--- config.mk ---
export PLATFORM = sky130hd
export DESIGN_NAME = tidc_top
export DESIGN_NICKNAME = d
export VERILOG_FILES = /design/src/tidc_pkg.sv /design/src/tidc_table.sv /design/src/tidc_top.sv
export SDC_FILE = /design/constraint.sdc
export NUM_CORES = 1
export LEC_CHECK = 0
export BUFFER_PORTS_ARGS = -buffer_cell sky130_fd_sc_hd__buf_4
export CORE_UTILIZATION = 30
export DETAILED_ROUTE_END_ITERATION = 8
export PLACE_DENSITY_LB_ADDON = 0.05
export RECOVER_POWER = 50
export SETUP_SLACK_MARGIN = 0.3
export SLEW_MARGIN = 20
export SYNTH_ARGS = -nofsm -noshare
export SYNTH_HDL_FRONTEND = slang
export SYNTH_SLANG_ARGS = --single-unit
export TNS_END_PERCENT = 10
--- constraint.sdc ---
create_clock -name ref_clk -period 6.7 [get_ports ref_clk]
set_input_delay 0.335 -clock ref_clk [delete_from_list [all_inputs] [get_ports ref_clk]]
set_output_delay 0.335 -clock ref_clk [all_outputs]
set_load 0.005 [all_outputs]
--- src/tidc_pkg.sv ---
// constants and types for the transceiver select configuration loader
// Operation
// RQ1: sample select straps at power-up and reset
// RQ2: first boot or changed code loads set
// RQ3: same code, not 30: compare rate, clock
// RQ4: any mismatch reinitializes all stored parameters
// RQ5: custom code 30 makes port lines inputs
// RQ6: board ties straps high or low
// RQ7: transformer pair codes 1 and 3
// RQ8: code 4 free topology, 78kbps
// RQ9: rs-485 codes 5, 10, 12, 11
// RQ10: power line codes 15, 16, 17
// RQ11: direct connect codes 27, 28, 29
// RQ12: host loads custom parameters for code 30
// RQ13: keep code and set nonvolatile; store image holds code, rate, clock only, so custom slots are lost
package tidc_pkg;
  // ************************************************************
  // codes and encodings
  // ************************************************************
  localparam int CODE_W = 5;
  localparam int PORT_W = 5;
  localparam logic [4:0] CODE_CUSTOM = 5'h1E;
  // bit rate encodings
  localparam logic [3:0] RATE_NONE = 4'h0;
  localparam logic [3:0] RATE_78K = 4'h1;
  localparam logic [3:0] RATE_1M25 = 4'h2;
  localparam logic [3:0] RATE_39K = 4'h3;
  localparam logic [3:0] RATE_62K = 4'h4;
  localparam logic [3:0] RATE_2613 = 4'h5;
  localparam logic [3:0] RATE_5K = 4'h6;
  // input clock encodings
  localparam logic [1:0] ICLK_NONE = 2'h0;
  localparam logic [1:0] ICLK_10M = 2'h1;
  // media encodings
  localparam logic [2:0] MEDIA_NONE = 3'h0;
  localparam logic [2:0] MEDIA_XFMR = 3'h1;
  localparam logic [2:0] MEDIA_FREE = 3'h2;
  localparam logic [2:0] MEDIA_RS485 = 3'h3;
  localparam logic [2:0] MEDIA_PL_A = 3'h4;
  localparam logic [2:0] MEDIA_PL_C = 3'h5;
  localparam logic [2:0] MEDIA_DIRECT = 3'h6;
  localparam logic [2:0] MEDIA_CUSTOM = 3'h7;
  // ************************************************************
  // reset values
  // ************************************************************
  localparam logic [4:0] CODE_RST = 5'h00;
  localparam logic [4:0] SLOTS_RST = 5'h00;

  typedef enum logic [4:0] {
    TIDC_IDLE = 5'b00001,
    TIDC_SAMPLE = 5'b00010,
    TIDC_DECIDE = 5'b00100,
    TIDC_LOAD = 5'b01000,
    TIDC_RUN = 5'b10000
  } tidc_state_e;
endpackage

--- src/tidc_table.sv ---
// lookup of predefined parameters for a select code
`timescale 1ns/100ps
module tidc_table
  import tidc_pkg::*;
(
  // select code
  input wire logic [4:0] code,
  // parameter set
  output logic valid,
  output logic [3:0] rate,
  output logic [1:0] iclk,
  output logic [4:0] slots,
  output logic [2:0] media,
  output logic cenelec
);
  always_comb begin
    valid = 1'b1;
    rate = RATE_NONE;
    iclk = ICLK_10M;
    slots = 5'h00;
    media = MEDIA_NONE;
    cenelec = 1'b0;
    unique case (code)
      5'h01: begin rate = RATE_78K; slots = 5'h04; media = MEDIA_XFMR; end // see RQ7
      5'h03: begin rate = RATE_1M25; slots = 5'h10; media = MEDIA_XFMR; end // see RQ7
      5'h04: begin rate = RATE_78K; slots = 5'h04; media = MEDIA_FREE; end // see RQ8
      5'h05: begin rate = RATE_39K; slots = 5'h04; media = MEDIA_RS485; end // see RQ9
      5'h0A: begin rate = RATE_62K; slots = 5'h04; media = MEDIA_RS485; end // see RQ9
      5'h0B: begin rate = RATE_1M25; slots = 5'h10; media = MEDIA_RS485; end // see RQ9
      5'h0C: begin rate = RATE_78K; slots = 5'h04; media = MEDIA_RS485; end // see RQ9
      5'h0F: begin rate = RATE_2613; slots = 5'h08; media = MEDIA_PL_A; end // see RQ10
      5'h10: begin rate = RATE_5K; slots = 5'h06; media = MEDIA_PL_C; cenelec = 1'b1; end // see RQ10
      5'h11: begin rate = RATE_5K; slots = 5'h08; media = MEDIA_PL_C; end // see RQ10
      5'h1B: begin rate = RATE_78K; media = MEDIA_DIRECT; end // see RQ11
      5'h1C: begin rate = RATE_62K; media = MEDIA_DIRECT; end // see RQ11
      5'h1D: begin rate = RATE_1M25; media = MEDIA_DIRECT; end // see RQ11
      CODE_CUSTOM: begin iclk = ICLK_NONE; media = MEDIA_CUSTOM; end
      default: begin valid = 1'b0; iclk = ICLK_NONE; end
    endcase
  end
endmodule

--- src/tidc_top.sv ---
// transceiver select configuration loader: strap sampling and parameter store
`timescale 1ns/100ps
module tidc_top
  import tidc_pkg::*;
(
  // clock and reset
  input wire logic ref_clk,
  input wire logic rst,
  // board straps, asynchronous
  input wire logic [4:0] transceiver_select_straps,
  // power-up marker: high for the first boot after power is applied
  input wire logic power_up,
  // nonvolatile store image, as read back at boot
  input wire logic nv_valid,
  input wire logic [4:0] nv_code,
  input wire logic [3:0] nv_rate,
  input wire logic [1:0] nv_iclk,
  // host processor link write of custom parameters
  input wire logic host_processor_link_wr,
  input wire logic [3:0] host_rate,
  input wire logic [1:0] host_iclk,
  input wire logic [4:0] host_slots,
  // communication port line enables
  output logic [4:0] comm_port_lines_oe,
  // active parameters
  output logic [4:0] active_code,
  output logic [3:0] active_rate,
  output logic [1:0] active_iclk,
  output logic [4:0] active_slots,
  output logic [2:0] active_media,
  output logic active_cenelec,
  // nonvolatile write request
  output logic nv_wr,
  // status
  output logic config_done,
  output logic reinit_done,
  output logic custom_mode,
  output logic code_invalid
);
  // ************************************************************
  // strap synchroniser
  // ************************************************************
  // no reset here: the stages only follow the pins, and every reset outlasts them
  logic [4:0] s1_r, s2_r, s3_r;
  logic [4:0] s1_nxt, s2_nxt, s3_nxt;
  always_comb begin
    s1_nxt = transceiver_select_straps;
    s2_nxt = s1_r;
    s3_nxt = s2_r;
  end
  always_ff @(posedge ref_clk) begin
    s1_r <= s1_nxt;
    s2_r <= s2_nxt;
    s3_r <= s3_nxt;
  end
  // straps are static; only a settled value (stages two and three agree) is taken
  wire straps_stable = (s2_r == s3_r);

  // ************************************************************
  // table lookup
  // ************************************************************
  logic [4:0] code_r, code_nxt;
  logic t_valid, t_cen;
  logic [3:0] t_rate;
  logic [1:0] t_iclk;
  logic [4:0] t_slots;
  logic [2:0] t_media;
  tidc_table u_table (
    .code(code_r),
    .valid(t_valid),
    .rate(t_rate),
    .iclk(t_iclk),
    .slots(t_slots),
    .media(t_media),
    .cenelec(t_cen)
  );

  // ************************************************************
  // control state machine
  // ************************************************************
  tidc_state_e st_r, st_nxt;
  logic [4:0] oe_r, oe_nxt;
  logic [3:0] rate_r, rate_nxt;
  logic [1:0] iclk_r, iclk_nxt;
  logic [4:0] slots_r, slots_nxt;
  logic [2:0] media_r, media_nxt;
  logic cen_r, cen_nxt;
  logic nvwr_r, nvwr_nxt;
  logic done_r, done_nxt;
  logic reinit_r, reinit_nxt;
  logic cust_r, cust_nxt;
  logic inv_r, inv_nxt;
  logic pwr_r, pwr_nxt;
  logic first_r, first_nxt;

  always_comb begin
    st_nxt = st_r;
    code_nxt = code_r;
    oe_nxt = oe_r;
    rate_nxt = rate_r;
    iclk_nxt = iclk_r;
    slots_nxt = slots_r;
    media_nxt = media_r;
    cen_nxt = cen_r;
    nvwr_nxt = 1'b0;
    done_nxt = done_r;
    reinit_nxt = reinit_r;
    cust_nxt = cust_r;
    inv_nxt = inv_r;
    pwr_nxt = pwr_r;
    first_nxt = first_r;
    unique case (st_r)
      TIDC_IDLE: begin
        // nothing is driven until the code is known
        oe_nxt = 5'h00;
        pwr_nxt = power_up;
        // store image must be settled here; it is read again only in decide
        first_nxt = ~nv_valid;
        st_nxt = TIDC_SAMPLE;
      end
      TIDC_SAMPLE: begin
        if (straps_stable) begin
          code_nxt = s3_r; // see RQ1
          st_nxt = TIDC_DECIDE;
        end
      end
      TIDC_DECIDE: begin
        cust_nxt = (code_r == CODE_CUSTOM);
        inv_nxt = ~t_valid;
        if (first_r || (code_r != nv_code)) begin
          st_nxt = TIDC_LOAD; // see RQ2
        end else if ((code_r != CODE_CUSTOM) && ((t_rate != nv_rate) || (t_iclk != nv_iclk))) begin // see RQ3
          reinit_nxt = 1'b1;
          st_nxt = TIDC_LOAD; // see RQ4
        end else begin
          // stored set still matches the table, or the code is custom and not compared; keep it
          // slots are not in the store image, so they follow the table:
          // a host-written custom slot count reads back as zero after a reboot
          rate_nxt = nv_rate;
          iclk_nxt = nv_iclk;
          slots_nxt = t_slots;
          media_nxt = t_media;
          cen_nxt = t_cen;
          st_nxt = TIDC_RUN;
        end
      end
      TIDC_LOAD: begin
        rate_nxt = t_rate; // see RQ2
        iclk_nxt = t_iclk;
        slots_nxt = t_slots;
        media_nxt = t_media;
        cen_nxt = t_cen;
        nvwr_nxt = 1'b1; // see RQ13
        st_nxt = TIDC_RUN;
      end
      TIDC_RUN: begin
        done_nxt = 1'b1;
        // custom code leaves every port line an input; the host owns the set
        oe_nxt = cust_r ? 5'h00 : {PORT_W{t_valid}}; // see RQ5
        // writes outside custom mode are dropped with no sign on any port
        if (cust_r && host_processor_link_wr) begin // see RQ12
          rate_nxt = host_rate;
          iclk_nxt = host_iclk;
          slots_nxt = host_slots;
          nvwr_nxt = 1'b1; // see RQ13
        end
      end
      default: st_nxt = TIDC_IDLE;
    endcase
  end

  always_ff @(posedge ref_clk) begin
    if (rst) begin
      st_r <= TIDC_IDLE;
      code_r <= CODE_RST;
      oe_r <= 5'h00;
      rate_r <= RATE_NONE;
      iclk_r <= ICLK_NONE;
      slots_r <= SLOTS_RST;
      media_r <= MEDIA_NONE;
      cen_r <= 1'b0;
      nvwr_r <= 1'b0;
      done_r <= 1'b0;
      reinit_r <= 1'b0;
      cust_r <= 1'b0;
      inv_r <= 1'b0;
      pwr_r <= 1'b0;
      first_r <= 1'b0;
    end else begin
      st_r <= st_nxt;
      code_r <= code_nxt;
      oe_r <= oe_nxt;
      rate_r <= rate_nxt;
      iclk_r <= iclk_nxt;
      slots_r <= slots_nxt;
      media_r <= media_nxt;
      cen_r <= cen_nxt;
      nvwr_r <= nvwr_nxt;
      done_r <= done_nxt;
      reinit_r <= reinit_nxt;
      cust_r <= cust_nxt;
      inv_r <= inv_nxt;
      pwr_r <= pwr_nxt;
      first_r <= first_nxt;
    end
  end

  // ************************************************************
  // outputs
  // ************************************************************
  assign comm_port_lines_oe = oe_r;
  assign active_code = code_r;
  assign active_rate = rate_r;
  assign active_iclk = iclk_r;
  assign active_slots = slots_r;
  assign active_media = media_r;
  assign active_cenelec = cen_r;
  assign nv_wr = nvwr_r;
  assign config_done = done_r;
  assign reinit_done = reinit_r;
  assign custom_mode = cust_r;
  assign code_invalid = inv_r;
endmodule

After elaboration in Yosys (flattened, before gate mapping). Cells that the tools add are included.

Register bits after elaboration: 51. Latch bits: 0. RAM bits: 0. ROM bits: 0. Word-level logic and storage cells: 105. Memories kept: 0.

$add $sub $neg: 0. Multiply operators: 0. Divide/modulo/power cells: 0. Order comparisons: 0. Equal/unequal tests: 28. Shift operators: 0. Mux-type cells: 32. Bitwise gates (word level): 4. Reductions and logical operators: 24.

Operators with widths (number): $eq 5x5->1 const B (7); $mux 5 (7); $eq 5x4->1 const B (5); $pmux 5 s5 (1); $pmux 3 s7 (1); $pmux 5 s4 (1); $pmux 3 s6 (1); $eq 5x3->1 const B (3); $pmux 5 s3 (1); $reduce_or 14->1 (1); $reduce_or 13->1 (1); $mux 4 (3); $pmux 4 s3 (1); $eq 5x1->1 const B (2); $eq 5x2->1 const B (2); $pmux 5 s2 (1); $reduce_or 2->1 (5); $ne 2x2->1 const B (4); $reduce_or 4->1 (2); $mux 1 (6); $mux 2 (3); $mux 3 (2); $pmux 2 s3 (1); $pmux 3 s2 (1); other kinds (16) (26).

Longest topological paths before layout.
Depth in word-level cells: 9. Gate-level depth with buffers: 10. Mapped depth without buffers: 7.

By module. Synthesis repeated with hierarchy kept, for this count alone.

Cell total of the unflattened synthesis: 284. Area, all modules: 2562.5 µm².

By module, submodules not included: tidc_top (times used 1, cells each 207, area each 2090.8 µm²); tidc_table (times used 1, cells each 77, area each 471.7 µm²).

Least setup slack after synthesis. OpenSTA, ideal clock, no wires.

Path type: register -> register. From: register code_r[0] (netlist: active_code[0]). To: register rate_r[3] (netlist: active_rate[3]). Setup time: 131 ps. Data arrival time: 2017 ps. Setup slack: 4552 ps. Stages on the path, launching flop included: 11. Path through: dfxtp_1 buf_6 xnor2_1 nand4_1 or3_1 clkbuf_1 o31ai_1 a31oi_4 buf_6 a221oi_1 nor3_1.

Word-level cells in the longest chain between the ends: 8. Elaborated cells on any way between the ends: 30. Classes of those cells: eq/ne: 19; mux: 2; reduce/logical: 9.

RTL lines: start, declared (RTL line tidc_top.sv:62) `logic [4:0] code_r, code_nxt;`; start signal, assigned (RTL line tidc_top.sv:191) `code_r <= code_nxt;`; $eq 5x1->1 (tied with other cells) (RTL line tidc_table.sv:23) `unique case (code)`; $reduce_or 4->1 (no source line) (tied with other cells); $pmux 3 s6 / $mux 1 (equally long branches) (RTL line tidc_table.sv:23); $ne 4x4->1 / $ne 2x2->1 (equally long branches) (RTL line tidc_top.sv:132) `end else if ((code_r != CODE_CUSTOM) && ((t_rate != nv_rate) || (t_iclk != nv_iclk))) begin`; $logic_or 1x1->1 (RTL line tidc_top.sv:132); $logic_and 1x1->1 (RTL line tidc_top.sv:132); $ne 2x2->1 (no source line); $reduce_and 4->1 (no source line) (*); end signal, assigned (RTL line tidc_top.sv:193) `rate_r <= rate_nxt;`; end, declared (RTL line tidc_top.sv:83) `logic [3:0] rate_r, rate_nxt;`.

Mark *: on every way between the ends. The rest lies on a longest branch, timed or not. A chain may end at the register's enable or synchronous reset.

Worst setup path after layout.
From: register code_r[2] (netlist: active_code[2]). To: register slots_r[0] (netlist: active_slots[0]).

Word-level cells in the longest chain between the ends: 8. Elaborated cells on any way between the ends: 30. Classes of those cells: eq/ne: 19; mux: 2; reduce/logical: 9.

RTL lines: $eq 5x1->1 (tied with other cells) (RTL line tidc_table.sv:23); $reduce_or 4->1 (no source line) (tied with other cells); $pmux 3 s6 / $mux 1 (equally long branches) (RTL line tidc_table.sv:23); $ne 4x4->1 / $ne 2x2->1 (equally long branches) (RTL line tidc_top.sv:132); $logic_or 1x1->1 (RTL line tidc_top.sv:132); $logic_and 1x1->1 (RTL line tidc_top.sv:132); $ne 2x2->1 (no source line); $reduce_and 4->1 (no source line) (*); end signal, assigned (RTL line tidc_top.sv:195) `slots_r <= slots_nxt;`; end, declared (RTL line tidc_top.sv:85) `logic [4:0] slots_r, slots_nxt;`.

Marks and branches as above.

==> flow_metrics.env <==
export IMPL_slew_viol_final=0
export IMPL_ys_top_cells_by_area="dfxtp_1 (37%), nor2_1 (5.2%), mux2i_1 (5.1%), a21oi_1 (3.9%), buf_6 (3.5%)"
export IMPL_grt_pass1_vias=2120
export IMPL_crit_path_end_kind="flop"
export IMPL_grt_use_met3_pct=3.07
export IMPL_areaGrowthSynthToFinish_pct=19.3
export IMPL_clk_latency_ns=0.31
export IMPL_grtUsageMet1_pct=20.8
export IMPL_grt_pass1_wl_um=10500
export IMPL_numPortBuffers=60
export IMPL_syn_inst=285
export IMPL_async_flop_share_pct=0
export IMPL_busiest_layer="met2"
export IMPL_critPathKind="flop to flop"
export IMPL_vias=2166
export IMPL_irDropWorstVdd_uv=99.5
export IMPL_slew_headroom_pct=31.3
export IMPL_worstPathRequired_ns=6.95
export IMPL_nNetsFinal=358
export IMPL_p_comb_share_pct=7.9
export IMPL_cts_tree="yes"
export IMPL_routedWlPerCell_um=15.2
export IMPL_crit_slowest_cell="dfxtp_1"
export IMPL_hold_path_class="input port to flop"
export IMPL_dieArea_um2=8860
export IMPL_power_internal_mw=0.388
export IMPL_cts_buffer_depth=2
export IMPL_hpwl_um=4520
export IMPL_seq_power_share_pct=54.9
export IMPL_use_met2_pct=25.1
export IMPL_post_route_util_pct=36.9
export IMPL_crit_chain="xnor2_1 > nand4_1 > or3_1 > o31ai_1 > a31oi_4 > or2_2 > a21oi_1"
export IMPL_pwr_density_cell_nw_per_um2=175
export IMPL_clock_root_buffer="clkbuf_8"
export IMPL_grt_setup_unrepaired="false"
export IMPL_drt_initial_drc_count=133
export IMPL_post_cts_resized=0
export IMPL_place_congestion=0.796
export IMPL_startpoint_type="flop"
export IMPL_synth_nets=317
export IMPL_synth_cell_types=59
export IMPL_sequential_cell_area_um2=941
export IMPL_synth_area_um2=2540
export IMPL_critPathArrivalTime_ns=3.22
export IMPL_setup_viol=0
export IMPL_rows=33
export IMPL_cpPeakStageDelay_ns=0.96
export IMPL_wl_um=6560
export IMPL_core_area_um2=8220
export IMPL_post_cts_setup_buffers=0
export IMPL_grt_use_total_pct=15.5
export IMPL_hold_buffers=0
export IMPL_synth_area_leader_cell="dfxtp_1"
export IMPL_cts_sinks=47
export IMPL_setup_tns_ns=0
export IMPL_die_x_um=94.1
export IMPL_drcViolationCount=0
export IMPL_fillCellCount=867
export IMPL_ios=62
export IMPL_whs_ns=0.139
export IMPL_p_clk_share_pct=37.2
export IMPL_first_pass_iters=4
export IMPL_synth_seq_area_share_pct=37.0
export IMPL_worst_slew_pin_slew_ns=1.03
export IMPL_multi_input_area_um2=1430
export IMPL_crit_fanout=28
export IMPL_synth_top_area_share_pct=37.0
export IMPL_cts_clk_slew_worst_paths_ns=0.11
export IMPL_synth_main_ff_cell="dfxtp_1"
export IMPL_status="completed"
export IMPL_ant_nets=0
export IMPL_p_switching_mw=0.145
export IMPL_hold_viol=0
export IMPL_drive_gt1_share_pct=26.0
export IMPL_die_y_um=94.1
export IMPL_clock_skew_ns=0.00440
export IMPL_fmax_mhz=336
export IMPL_avgSynthCellArea_um2=8.93
export IMPL_cts_made_buffers=5
export IMPL_synth_warnings=0
export IMPL_grt_max_degree=34
export IMPL_n_antenna_cell=0
export IMPL_vias_per_cell=5.01
export IMPL_cp_top_family="simple AND/OR/NAND/NOR gates"
export IMPL_synth_edff_count=0
export IMPL_fin_crit_sh_pct=44.4
export IMPL_overflow=0
export IMPL_synth_ff_latch_count=47
export IMPL_htreeDepth=2
export IMPL_layout_min_cycle_time_ns=2.97
export IMPL_max_cap_viol_count=0
export IMPL_p_sw_share_pct=27.2
export IMPL_leakagePower_nw=1.17
export IMPL_path_buf_inv=0
export IMPL_antenna_found_initial=0
export IMPL_start_util_pct=31.0
sequential cells by signal, summed over array words and instances (netlist names), 2 cells and up:
signal	cells
active_slots	5
active_code	5
active_media	3
active_iclk	2
active_rate	4
s1_r	5
st_r	5
s3_r	5
s2_r	5
Yosys cell counts (2+ instances only):
| master | count |
|---|---|
| o21ai_0 | 16 |
| nand2b_1 | 7 |
| a21o_1 | 5 |
| a221oi_1 | 2 |
| or3_1 | 8 |
| mux2i_1 | 13 |
| xnor2_1 | 7 |
| nand3_1 | 6 |
| nor3b_2 | 2 |
| xor2_1 | 5 |
| buf_6 | 8 |
| a31oi_1 | 5 |
| clkbuf_1 | 13 |
| and4_1 | 2 |
| nand4_1 | 4 |
| dfxtp_1 | 47 |
| and4b_1 | 2 |
| nor2b_1 | 9 |
| and3_1 | 2 |
| nor2_1 | 35 |
| a22oi_1 | 3 |
| nand2_1 | 12 |
| nor3_1 | 8 |
| buf_4 | 4 |
| a21oi_1 | 20 |
| a31oi_4 | 2 |
| or2_2 | 5 |
| or3b_1 | 2 |
through the flow:
step	cell area, um2	std cells	power [mW]	setup slack [ns]
after global placement	2950	424	0.341	3.69
final	3040	432	0.533	3.73
after detailed placement	2950	424	0.342	3.69
after floorplan	2540	285	0.320	4.55
after global routing	3040	432	0.555	3.44
after CTS	3050	432	0.542	3.67
power by group through the flow:
stage	Combinational (mW)	Clock, mW	Sequential [mW]
6_report	0.0423	0.198	0.292
5_1_grt	0.0469	0.214	0.294
3_5_place_dp	0.0428	0	0.299
3_3_place_gp	0.0425	0	0.299
2_1_floorplan	0.0231	0	0.297
4_1_cts	0.0430	0.207	0.292
final timing paths:
check / end / start / slack [ns] / cells after the start
max reg2reg: active_slots[0] / active_code[2] / 3.73 / 7
min reg2reg: s2_r[2] / s1_r[2] / 0.34 / 0
max: active_slots[0] / active_code[2] / 3.73 / 7
min: s1_r[1] / transceiver_select_straps[1] / 0.14 / 1
final cells by class:
class,instances,area share [%]
multi-input cells,211,47.0
clock inverters,3,0.948
repair buffers,60,14.3
flip-flops and latches,47,31.0
inverters,1,0.124
clock buffers,5,2.27
well taps,105,4.33
layout by cell type (no fill, tap or decap), types with 6 or more instances in the layout:
cell type,netlist,final
o21ai_0,16,16
xnor2_1,7,7
buf_4,4,33
mux2i_1,13,13
dfxtp_1,47,47
nand3_1,6,6
nor3_1,8,8
or3_1,8,8
nand2b_1,7,7
nor2b_1,9,9
nor2_1,35,35
a21oi_1,20,20
nand2_1,12,12
clkbuf_4,0,23
cell families (layout without fill, tap and decap cells):
family | Yosys count | after routing | synth area share, %
buffers and inverters | 27 | 69 | 6.98
XOR/XNOR | 12 | 12 | 4.13
multiplexers | 14 | 14 | 5.56
flip-flops | 47 | 47 | 37.0
AND/OR/NAND/NOR | 117 | 117 | 27.4
AO/OA/AOI/OAI | 68 | 68 | 19.0
layer usage:
metal	vias up	wire length (um)
li1	1100	-
met1	1003	3160
met2	55	3010
met3	8	314
met4	0	76
met5	-	0
(Power assumes the default switching activity.)
